===== config.mk =====
export PLATFORM = sky130hd
export DESIGN_NAME = gfc_regs
export DESIGN_NICKNAME = d
export VERILOG_FILES = /design/src/hdl/gfc_pkg.sv /design/src/hdl/gfc_regs.sv
export SDC_FILE = /design/constraint.sdc
export NUM_CORES = 1
export LEC_CHECK = 0
export ABC_AREA = 1
export CORE_MARGIN = 2
export CORE_UTILIZATION = 63
export DETAILED_ROUTE_END_ITERATION = 6
export DONT_BUFFER_PORTS = 1
export PLACE_DENSITY = 0.79
export SETUP_SLACK_MARGIN = 0.1
export SLEW_MARGIN = 40
export SYNTH_ARGS = -nofsm -noshare
export SYNTH_HDL_FRONTEND = slang
export SYNTH_SLANG_ARGS = --single-unit

===== constraint.sdc =====
create_clock -name CORE_CLK -period 2.02 [get_ports CORE_CLK]
set_clock_uncertainty 0.2 [all_clocks]
set_input_delay 0.404 -clock CORE_CLK [delete_from_list [all_inputs] [get_ports CORE_CLK]]
set_output_delay 0.404 -clock CORE_CLK [all_outputs]
set_load 0.1 [all_outputs]

===== src/hdl/gfc_pkg.sv =====
// Constants and types for the gain and filter configuration register bank.
// Assumes an AXI4-Lite master on the single core clock.
// Functional notes
// - Bit 13 of first register picks amplifier gain: 0 is 24 dB, 1 is 30 dB.
// - Power mode 01 or 10: clamp bit 1 turns clamp on, 0 off.
// - Power mode 00: clamp bit 0 turns clamp on, 1 off.
// - Bit 6 sets clamp threshold: 0 is -2 dBFS, 1 is 0 dBFS.
// - Bit 4 set disables the amplifier high-pass filter.
// - Bits 3-0 pick low-pass corner from six defined codes.
// - First register sits at C3h; bits 15-14, 12-8 and 5 reserved.
// - Second register sits at C4h with the given input-stage field layout.
// - All fields read and write, all reset to zero.
// - Per-channel gain enable selects per-channel gains over the global gain.
// - Resistor code applies only while individual-resistor enable is 1.
`default_nettype none

package gfc_pkg;

    localparam logic [31:0] GFC_AMP_ADDR   = 32'h0000_00c3 << 2;
    localparam logic [31:0] GFC_INPUT_ADDR = 32'h0000_00c4 << 2;
    localparam logic [7:0]  GFC_AMP_INDEX   = 8'hc3;
    localparam logic [7:0]  GFC_INPUT_INDEX = 8'hc4;
    localparam logic [15:0] GFC_AMP_RESET   = 16'h0000;
    localparam logic [15:0] GFC_INPUT_RESET = 16'h0000;
    localparam logic [15:0] GFC_AMP_MASK    = 16'h20df;
    localparam logic [15:0] GFC_INPUT_MASK  = 16'hf7ff;
    localparam logic [1:0]  GFC_RESP_OKAY   = 2'b00;
    localparam logic [1:0]  GFC_RESP_SLVERR = 2'b10;
    localparam logic [1:0]  GFC_PMODE_LEGACY = 2'b00;

    localparam int GFC_POST_GAIN_BIT   = 13;
    localparam int GFC_CLAMP_OFF_BIT   = 7;
    localparam int GFC_CLAMP_THR_BIT   = 6;
    localparam int GFC_HPF_OFF_BIT     = 4;
    localparam int GFC_CUTOFF_LSB      = 0;
    localparam int GFC_GAIN_EN_BIT     = 15;
    localparam int GFC_GLB_GAIN_LSB    = 13;
    localparam int GFC_IN_HPF_OFF_BIT  = 12;
    localparam int GFC_IN_CLAMP_LSB    = 9;
    localparam int GFC_TERM_EN_BIT     = 8;
    localparam int GFC_GLB_TERM_LSB    = 6;
    localparam int GFC_RES_EN_BIT      = 5;
    localparam int GFC_RES_CODE_LSB    = 0;

    typedef struct packed {
        logic        post_amp_gain_sel;
        logic        current_clamp_en;
        logic        current_clamp_threshold;
        logic        post_amp_highpass_off;
        logic [3:0]  lowpass_cutoff_code;
    } gfc_amp_ctrl_type;

    typedef struct packed {
        logic        per_channel_gain_en;
        logic [1:0]  global_input_gain;
        logic        input_highpass_off;
        logic [1:0]  input_clamp_level;
        logic        termination_en;
        logic [1:0]  global_termination_sel;
        logic        indiv_resistor_en;
        logic [4:0]  indiv_resistor_code;
    } gfc_input_ctrl_type;

    typedef struct packed {
        logic [15:0] amp_reg;
        logic [15:0] input_reg;
        logic        awready;
        logic        wready;
        logic        aw_held;
        logic        w_held;
        logic [31:0] awaddr;
        logic [31:0] wdata;
        logic [3:0]  wstrb;
        logic        bvalid;
        logic [1:0]  bresp;
        logic        arready;
        logic        rvalid;
        logic [31:0] rdata;
        logic [1:0]  rresp;
        gfc_amp_ctrl_type   amp_out;
        gfc_input_ctrl_type input_out;
    } gfc_state_type;

endpackage : gfc_pkg

`default_nettype wire


===== src/hdl/gfc_regs.sv =====
// AXI4-Lite register bank driving amplifier, filter and input-stage controls.
// Assumes POWER_MODE_SEL arrives from another register bank on the same clock.
//
// The AXI4-Lite register port was decided locally.
`default_nettype none

module gfc_regs
    import gfc_pkg::*;
(
    input  wire logic               CORE_CLK,
    input  wire logic               RST,
    input  wire logic [31:0]        S_AXI_AWADDR,
    input  wire logic               S_AXI_AWVALID,
    output var  logic               S_AXI_AWREADY,
    input  wire logic [31:0]        S_AXI_WDATA,
    input  wire logic [3:0]         S_AXI_WSTRB,
    input  wire logic               S_AXI_WVALID,
    output var  logic               S_AXI_WREADY,
    output var  logic [1:0]         S_AXI_BRESP,
    output var  logic               S_AXI_BVALID,
    input  wire logic               S_AXI_BREADY,
    input  wire logic [31:0]        S_AXI_ARADDR,
    input  wire logic               S_AXI_ARVALID,
    output var  logic               S_AXI_ARREADY,
    output var  logic [31:0]        S_AXI_RDATA,
    output var  logic [1:0]         S_AXI_RRESP,
    output var  logic               S_AXI_RVALID,
    input  wire logic               S_AXI_RREADY,
    input  wire logic [1:0]         POWER_MODE_SEL,
    output var  gfc_amp_ctrl_type   AMP_CTRL,
    output var  gfc_input_ctrl_type INPUT_CTRL
);

    gfc_state_type state_reg;
    gfc_state_type state_next;
    logic          wr_fire;
    logic          rd_fire;
    logic [15:0]   wr_mask;
    logic [15:0]   amp_new;
    logic [15:0]   input_new;

    always_comb begin
        state_next = state_reg;
        wr_fire    = 1'b0;
        rd_fire    = 1'b0;
        wr_mask    = {{8{state_reg.wstrb[1]}}, {8{state_reg.wstrb[0]}}};
        amp_new    = state_reg.amp_reg;
        input_new  = state_reg.input_reg;

        // Address and data are accepted independently, in either order
        if (S_AXI_AWVALID && state_reg.awready) begin
            state_next.awaddr  = S_AXI_AWADDR;
            state_next.aw_held = 1'b1;
            state_next.awready = 1'b0;
        end
        if (S_AXI_WVALID && state_reg.wready) begin
            state_next.wdata  = S_AXI_WDATA;
            state_next.wstrb  = S_AXI_WSTRB;
            state_next.w_held = 1'b1;
            state_next.wready = 1'b0;
        end

        // Commit once both halves are held and no response is pending
        if (state_reg.aw_held && state_reg.w_held && !state_reg.bvalid) begin
            wr_fire            = 1'b1;
            state_next.aw_held = 1'b0;
            state_next.w_held  = 1'b0;
            state_next.bvalid  = 1'b1;
            state_next.bresp   = GFC_RESP_OKAY;
            // Reserved bits kept as stored, masked only on the analog side
            unique case (state_reg.awaddr[31:2])
                30'(GFC_AMP_INDEX): begin
                    amp_new = (state_reg.amp_reg & ~wr_mask)
                            | (state_reg.wdata[15:0] & wr_mask);
                end
                30'(GFC_INPUT_INDEX): begin
                    input_new = (state_reg.input_reg & ~wr_mask)
                              | (state_reg.wdata[15:0] & wr_mask);
                end
                default: begin
                    state_next.bresp = GFC_RESP_SLVERR;
                end
            endcase
        end
        state_next.amp_reg   = amp_new;
        state_next.input_reg = input_new;

        if (state_reg.bvalid && S_AXI_BREADY) begin
            state_next.bvalid  = 1'b0;
            state_next.awready = 1'b1;
            state_next.wready  = 1'b1;
        end

        // Read path: one read outstanding, answer one cycle after acceptance
        if (S_AXI_ARVALID && state_reg.arready) begin
            rd_fire            = 1'b1;
            state_next.arready = 1'b0;
            state_next.rvalid  = 1'b1;
            state_next.rresp   = GFC_RESP_OKAY;
            unique case (S_AXI_ARADDR[31:2])
                30'(GFC_AMP_INDEX): begin
                    state_next.rdata = {16'h0000, state_reg.amp_reg};
                end
                30'(GFC_INPUT_INDEX): begin
                    state_next.rdata = {16'h0000, state_reg.input_reg};
                end
                default: begin
                    state_next.rdata = 32'h0000_0000;
                    state_next.rresp = GFC_RESP_SLVERR;
                end
            endcase
        end
        if (state_reg.rvalid && S_AXI_RREADY) begin
            state_next.rvalid  = 1'b0;
            state_next.arready = 1'b1;
        end

        // Analog controls follow stored fields continuously
        state_next.amp_out.post_amp_gain_sel =
            amp_new[GFC_POST_GAIN_BIT];
        // Clamp polarity flips in the legacy power mode; 11 treated as 01/10
        state_next.amp_out.current_clamp_en =
            (POWER_MODE_SEL == GFC_PMODE_LEGACY) ? ~amp_new[GFC_CLAMP_OFF_BIT]
                                                 : amp_new[GFC_CLAMP_OFF_BIT];
        state_next.amp_out.current_clamp_threshold =
            amp_new[GFC_CLAMP_THR_BIT];
        state_next.amp_out.post_amp_highpass_off =
            amp_new[GFC_HPF_OFF_BIT];
        // Undefined codes pass through unchanged; the analog side owns them
        state_next.amp_out.lowpass_cutoff_code =
            amp_new[GFC_CUTOFF_LSB +: 4];

        state_next.input_out.per_channel_gain_en =
            input_new[GFC_GAIN_EN_BIT];
        state_next.input_out.global_input_gain   = input_new[GFC_GLB_GAIN_LSB +: 2];
        state_next.input_out.input_highpass_off  = input_new[GFC_IN_HPF_OFF_BIT];
        state_next.input_out.input_clamp_level   = input_new[GFC_IN_CLAMP_LSB +: 2];
        state_next.input_out.termination_en      = input_new[GFC_TERM_EN_BIT];
        state_next.input_out.global_termination_sel = input_new[GFC_GLB_TERM_LSB +: 2];
        state_next.input_out.indiv_resistor_en   = input_new[GFC_RES_EN_BIT];
        // Code forced to zero unless individual resistor control is on
        state_next.input_out.indiv_resistor_code =
            input_new[GFC_RES_EN_BIT] ? input_new[GFC_RES_CODE_LSB +: 5] : 5'h00;
    end

    always_ff @(posedge CORE_CLK) begin
        if (RST) begin
            state_reg           <= '0;
            state_reg.amp_reg   <= GFC_AMP_RESET;
            state_reg.input_reg <= GFC_INPUT_RESET;
            state_reg.awready   <= 1'b1;
            state_reg.wready    <= 1'b1;
            state_reg.arready   <= 1'b1;
            // Reset clears controls: clamp enable 0, not the mode 00 value of 1 for clamp bit 0
            state_reg.amp_out.current_clamp_en <= 1'b0;
        end else begin
            state_reg <= state_next;
        end
    end

    assign S_AXI_AWREADY = state_reg.awready;
    assign S_AXI_WREADY  = state_reg.wready;
    assign S_AXI_BVALID  = state_reg.bvalid;
    assign S_AXI_BRESP   = state_reg.bresp;
    assign S_AXI_ARREADY = state_reg.arready;
    assign S_AXI_RVALID  = state_reg.rvalid;
    assign S_AXI_RDATA   = state_reg.rdata;
    assign S_AXI_RRESP   = state_reg.rresp;
    assign AMP_CTRL      = state_reg.amp_out;
    assign INPUT_CTRL    = state_reg.input_out;

    logic unused_bits;
    assign unused_bits = ^{wr_fire, rd_fire, state_reg.wdata[31:16], state_reg.wstrb[3:2]};

endmodule : gfc_regs

`default_nettype wire

### Word level (Yosys, flattened, before mapping)

Cells that the tools add are included.

* register bits after elaboration: 148
* input bits: 109
* output and inout port bits: 64
* word-level logic and storage cells: 67

* equality and inequality tests: 4
* muxes and demuxes: 8
* bitwise operators: 8
* reductions and logical operators: 17

Operator list (number)
* $eq 30x8->1 const B: 4
* $and 16x16->16: 3
* $mux 16: 2
* $or 16x16->16: 2
* $pmux 16 s2: 1
* $mux 14: 2
* $not 16->16: 1
* $reduce_or 2->1: 6
* $logic_and 1x1->1: 7
* $mux 2: 2
* $reduce_and 2->1: 2
* $logic_not 2->1: 1
* $not 1->1: 2
* $logic_not 1->1: 1
* $mux 1: 1

### Logic depth before layout (Yosys ltp)

* word-level depth: 7
* depth in mapped cells: 11
* gate-level depth less buffers: 10

### Worst setup path after synthesis

Ideal clock, no wire load.

* path kind: reg-to-reg
* start point: register state_reg, in the netlist S_AXI_ARREADY
* end point: register state_reg, in the netlist S_AXI_RDATA[9]
* setup time: 0.115 ns
* arrival: 1.781 ns
* data required time: 1.705 ns
* path slack: -0.077 ns
* cell stages (with the launch flop): 7
* path buffers: 1
* period minus slack after synthesis: 2.097 ns
* cells stage by stage: dfxtp_1 > nand2_1 > clkinv_1 > clkbuf_1 > nand2_1 > o21ai_0 > inv_1

* cells in the longest elaborated chain, start to end: 1

Ends and longest elaborated chain
* from (decl): RTL line gfc_regs.sv:34 `gfc_state_type state_reg;`
* from (signal assigned): RTL line gfc_regs.sv:157 `state_reg <= state_next;`
* $logic_and 1x1->1: RTL line gfc_regs.sv:95 `if (S_AXI_ARVALID && state_reg.arready) begin`

Every way passes these cells.
A chain may end at the register's enable or synchronous reset.

==> parameters.txt <==
Parameter                              Value

Floorplan
  DIE AREA ... between 8000 and 9000 um^2
  Top-level port count ... 173
  Overall die height ... 93.3 um
  Initial core utilization ... 0.650
  Die width ... about 93 um
  CORE AREA ... 7730 um^2
  Number of standard-cell rows in the floorplan ... 32

Synth
  Yosys warning count ... 0
  Area fraction of the dominant cell type after synthesis ... 0.443
  Post-synthesis cell type with the largest combined area ... dfxtp_1
  Most instantiated cells after synthesis ... nor2_1, dfxtp_1, o21ai_0, buf_4, nand2_1
  Prevailing post-synth register cell ... dfxtp_1
  Number of enable-type register cells in the synthesized netlist ... 0
  Distinct cell type count of the synthesized netlist ... 30
  Share of flip-flops with an asynchronous set or reset ... 0
  Area of the mapped netlist ... 5020 um^2
  Most common cell in the synthesized netlist ... nor2_1
  Post-synthesis register bit count ... 111
  Synth Instances ... 692
  Seq/Total Area, Yosys ... 0.443
  Post-Syn Area per Cell ... 7.25 um^2
  Biggest area contributors in the synthesized netlist ... dfxtp_1, nor2_1, buf_4

Global route
  Wire length of the first global-routing pass ... roughly 16000 um
  Initial antenna violation count ... 1
  Vias in the first global route ... between 3000 and 4000
  Grt ovf ... 0
  Combined global-route utilization of all metal layers ... 0.237
  Maximum number of pins on one net before global-route repair ... 51

Timing
  Count of final hold-check violations ... 0
  Hold Worst Slack ... between 10 and 15 ps
  Final sum of negative setup slack ... 0 ps
  Max-slew violation total from the final report ... 0
  F_max ... roughly 0.56 GHz
  Slew at the pin closest to its max-slew limit ... 611 ps
  Final count of negative-setup-slack endpoints ... 0
  Slew headroom ... 0.593
  Clock period minus final worst setup slack ... about 1800 ps
  Unrepaired setup endpoints after global routing ... true
  Final cycle utilization of the critical path ... 0.883

Clock tree
  Number of clock sinks ... around 110
  Clock-pin slew of the registers on the worst-case setup and hold paths ... 100 ps
  Number of H-tree levels ... 3
  Maximum number of buffers from clock root to sink ... 2
  Clock tree from TritonCTS ... yes
  Clock Latency Late Sink ... ~360 ps
  CTS Buf Count ... 9
  Cell chosen for the clock root ... clkbuf_8
  Buffers inserted during post-CTS setup optimization ... 0

Cells and area
  Antenna fix cells ... 0
  Layout area overhead ... 5.63%
  Number of nets at the end of the flow ... about 800
  Reg area ... 2230 um^2
  Layout Cell Area excl Fill ... 5300 um^2
  # fillers ... roughly 700
  Share of post-route cells with drive strength above 1 ... 0.152
  Area occupied by multi-input gates ... slightly above 2000 um^2
  Post-layout util ... 0.686

Power and ir drop
  Power consumption ... between 4 and 5 mW
  Leakage ... about 2.4 nW
  Worst voltage drop across the vdd grid ... 0.431 mV
  Power density over cell area ... around 830 nW/um^2

Worst setup path
  Launch point of the worst path ... state_reg[112]
  Worst Path Arrival ... around 1800 ps
  Launching element type of the critical path ... flip-flop
  Critical path, cell by cell ... nor2_1 -> nand2_1 -> nor2_4 -> nand2_2 -> nor2_4 -> nand2_2 -> o21ai_0 -> a21oi_1
  Max stage delay cell, worst path ... dfxtp_1
  Worst-path fanout max ... 13
  Worst Path Required ... 2070 ps
  Largest incremental delay on the critical path ... ~330 ps
  CP Class ... flip-flop to flip-flop
  Element type at the critical path end ... flip-flop
  Launch point of the worst reg-to-reg path ... state_reg[112]

Outcome
  Outcome ... finished clean

Detailed routing
  Wire length per cell ... about 12 um
  Remaining design rule violation count ... 0
  Drt initial violations ... 131
  Number of nets with antenna violations after routing ... 0
  Number of vias per cell after detailed routing ... 5.00
  Total wirelength of the detailed-routed design ... 9980 um
  Pre-antenna DRT Iters ... 5
  Overall via count from detail_route ... 4004

Placed design
  Placement-stage cell area ... 5060 um^2
  Placed wire-length estimate after detailed placement ... between 7000 and 8000 um
  Number of port buffers ... 0
  GP Congestion ... 0.814

Flow run
  Number of max-capacitance violations reported ... 0

Min path
  Min-Delay Path Class ... input port to flip-flop
  Origin of the worst min-delay path ... S_AXI_WDATA[15]
critical path, delay by kind of cell (launching register included):
family	cells	cell delay, ps
and+or+nand+nor	6	870
AOI/OAI and AO/OA	2	280
DFF	1	330
placed cells by master, fill, tap and decap left out:
cell type / synthesis / routed
nor2_1: 178 / 178
dfxtp_1: 111 / 107
o21ai_0: 67 / 65
nand2_1: 62 / 61
inv_1: 61 / 61
buf_4: 62 / 56
a21oi_1: 40 / 40
nand3_1: 34 / 34
conb_1: 1 / 18
o21ai_1: 9 / 11
clkbuf_8: 0 / 9
nor3_1: 8 / 8
nand2_2: 5 / 6
nor2_2: 5 / 5
o21ai_2: 5 / 5
dfxtp_2: 0 / 4
nor2_4: 4 / 4
dlygate4sd3_1: 0 / 4
clkinv_4: 1 / 3
clkinv_2: 0 / 3
nand3_4: 2 / 2
clkinv_1: 2 / 2
nand3_2: 2 / 2
nand4_1: 2 / 2
nand2_4: 2 / 2
nand4_4: 0 / 1
nor3_2: 1 / 1
a21boi_0: 1 / 1
o21a_1: 1 / 1
inv_6: 0 / 1
clkinvlp_4: 0 / 1
buf_12: 0 / 1
layer usage:
layer,wire (um),up-vias,GRT usage
li1,-,2112,-
met1,4210,1741,0.295
met2,4830,137,0.392
met3,830,12,0.0749
met4,104,2,0.0723
met5,13,-,0
worst paths after layout:
check / end / slack [ps] / cells past startpoint
max: flip-flop / 240 / 8
min: state_reg[81] / 10 / 2
max reg2reg: flip-flop / 240 / 8
min reg2reg: state_reg[77] / 270 / 2
logic make-up (layout without fill, tap and decap cells):
| kind of cell | Yosys count | in the layout | synth area share |
|---|---|---|---|
| other | 1 | 18 | 0.000747 |
| AOI/OAI and AO/OA | 123 | 123 | 0.127 |
| DFF | 111 | 111 | 0.443 |
| and+or+nand+nor | 306 | 306 | 0.265 |
| buffers and inverters | 151 | 141 | 0.164 |
through the flow:
stage	setup WS, ps	std cells
finish	237	801
global route	87.9	801
CTS	143	801
detailed placement	168	780
global placement	225	780
floorplan	256	709
final cells by class:
| class | instances | area share |
|---|---|---|
| timing repair buffer | 61 | 0.0906 |
| clock inverter | 7 | 0.00920 |
| tap | 102 | 0.0241 |
| multi-input combinational | 447 | 0.387 |
| inverter | 64 | 0.0462 |
| clock buffer | 9 | 0.0234 |
| sequential | 111 | 0.420 |
power by group:
part | internal [mW] | leakage [nW] | total [mW] | switching [mW]
Combinational | 0.187 | 1.42 | 0.855 | 0.668
Sequential | 2.31 | 0.910 | 2.38 | 0.0697
Clock | 0.452 | 0.0894 | 1.19 | 0.737
Total | 2.95 | 2.42 | 4.43 | 1.48
repair_timing:
action | in CTS | in global routing
hold buffers | 5 | 0
endpoints found under the hold margin | 32 | 0
setup endpoints to repair | 0 | 20
gates resized for setup | 0 | 4
Power figures use the tool's default switching activity.
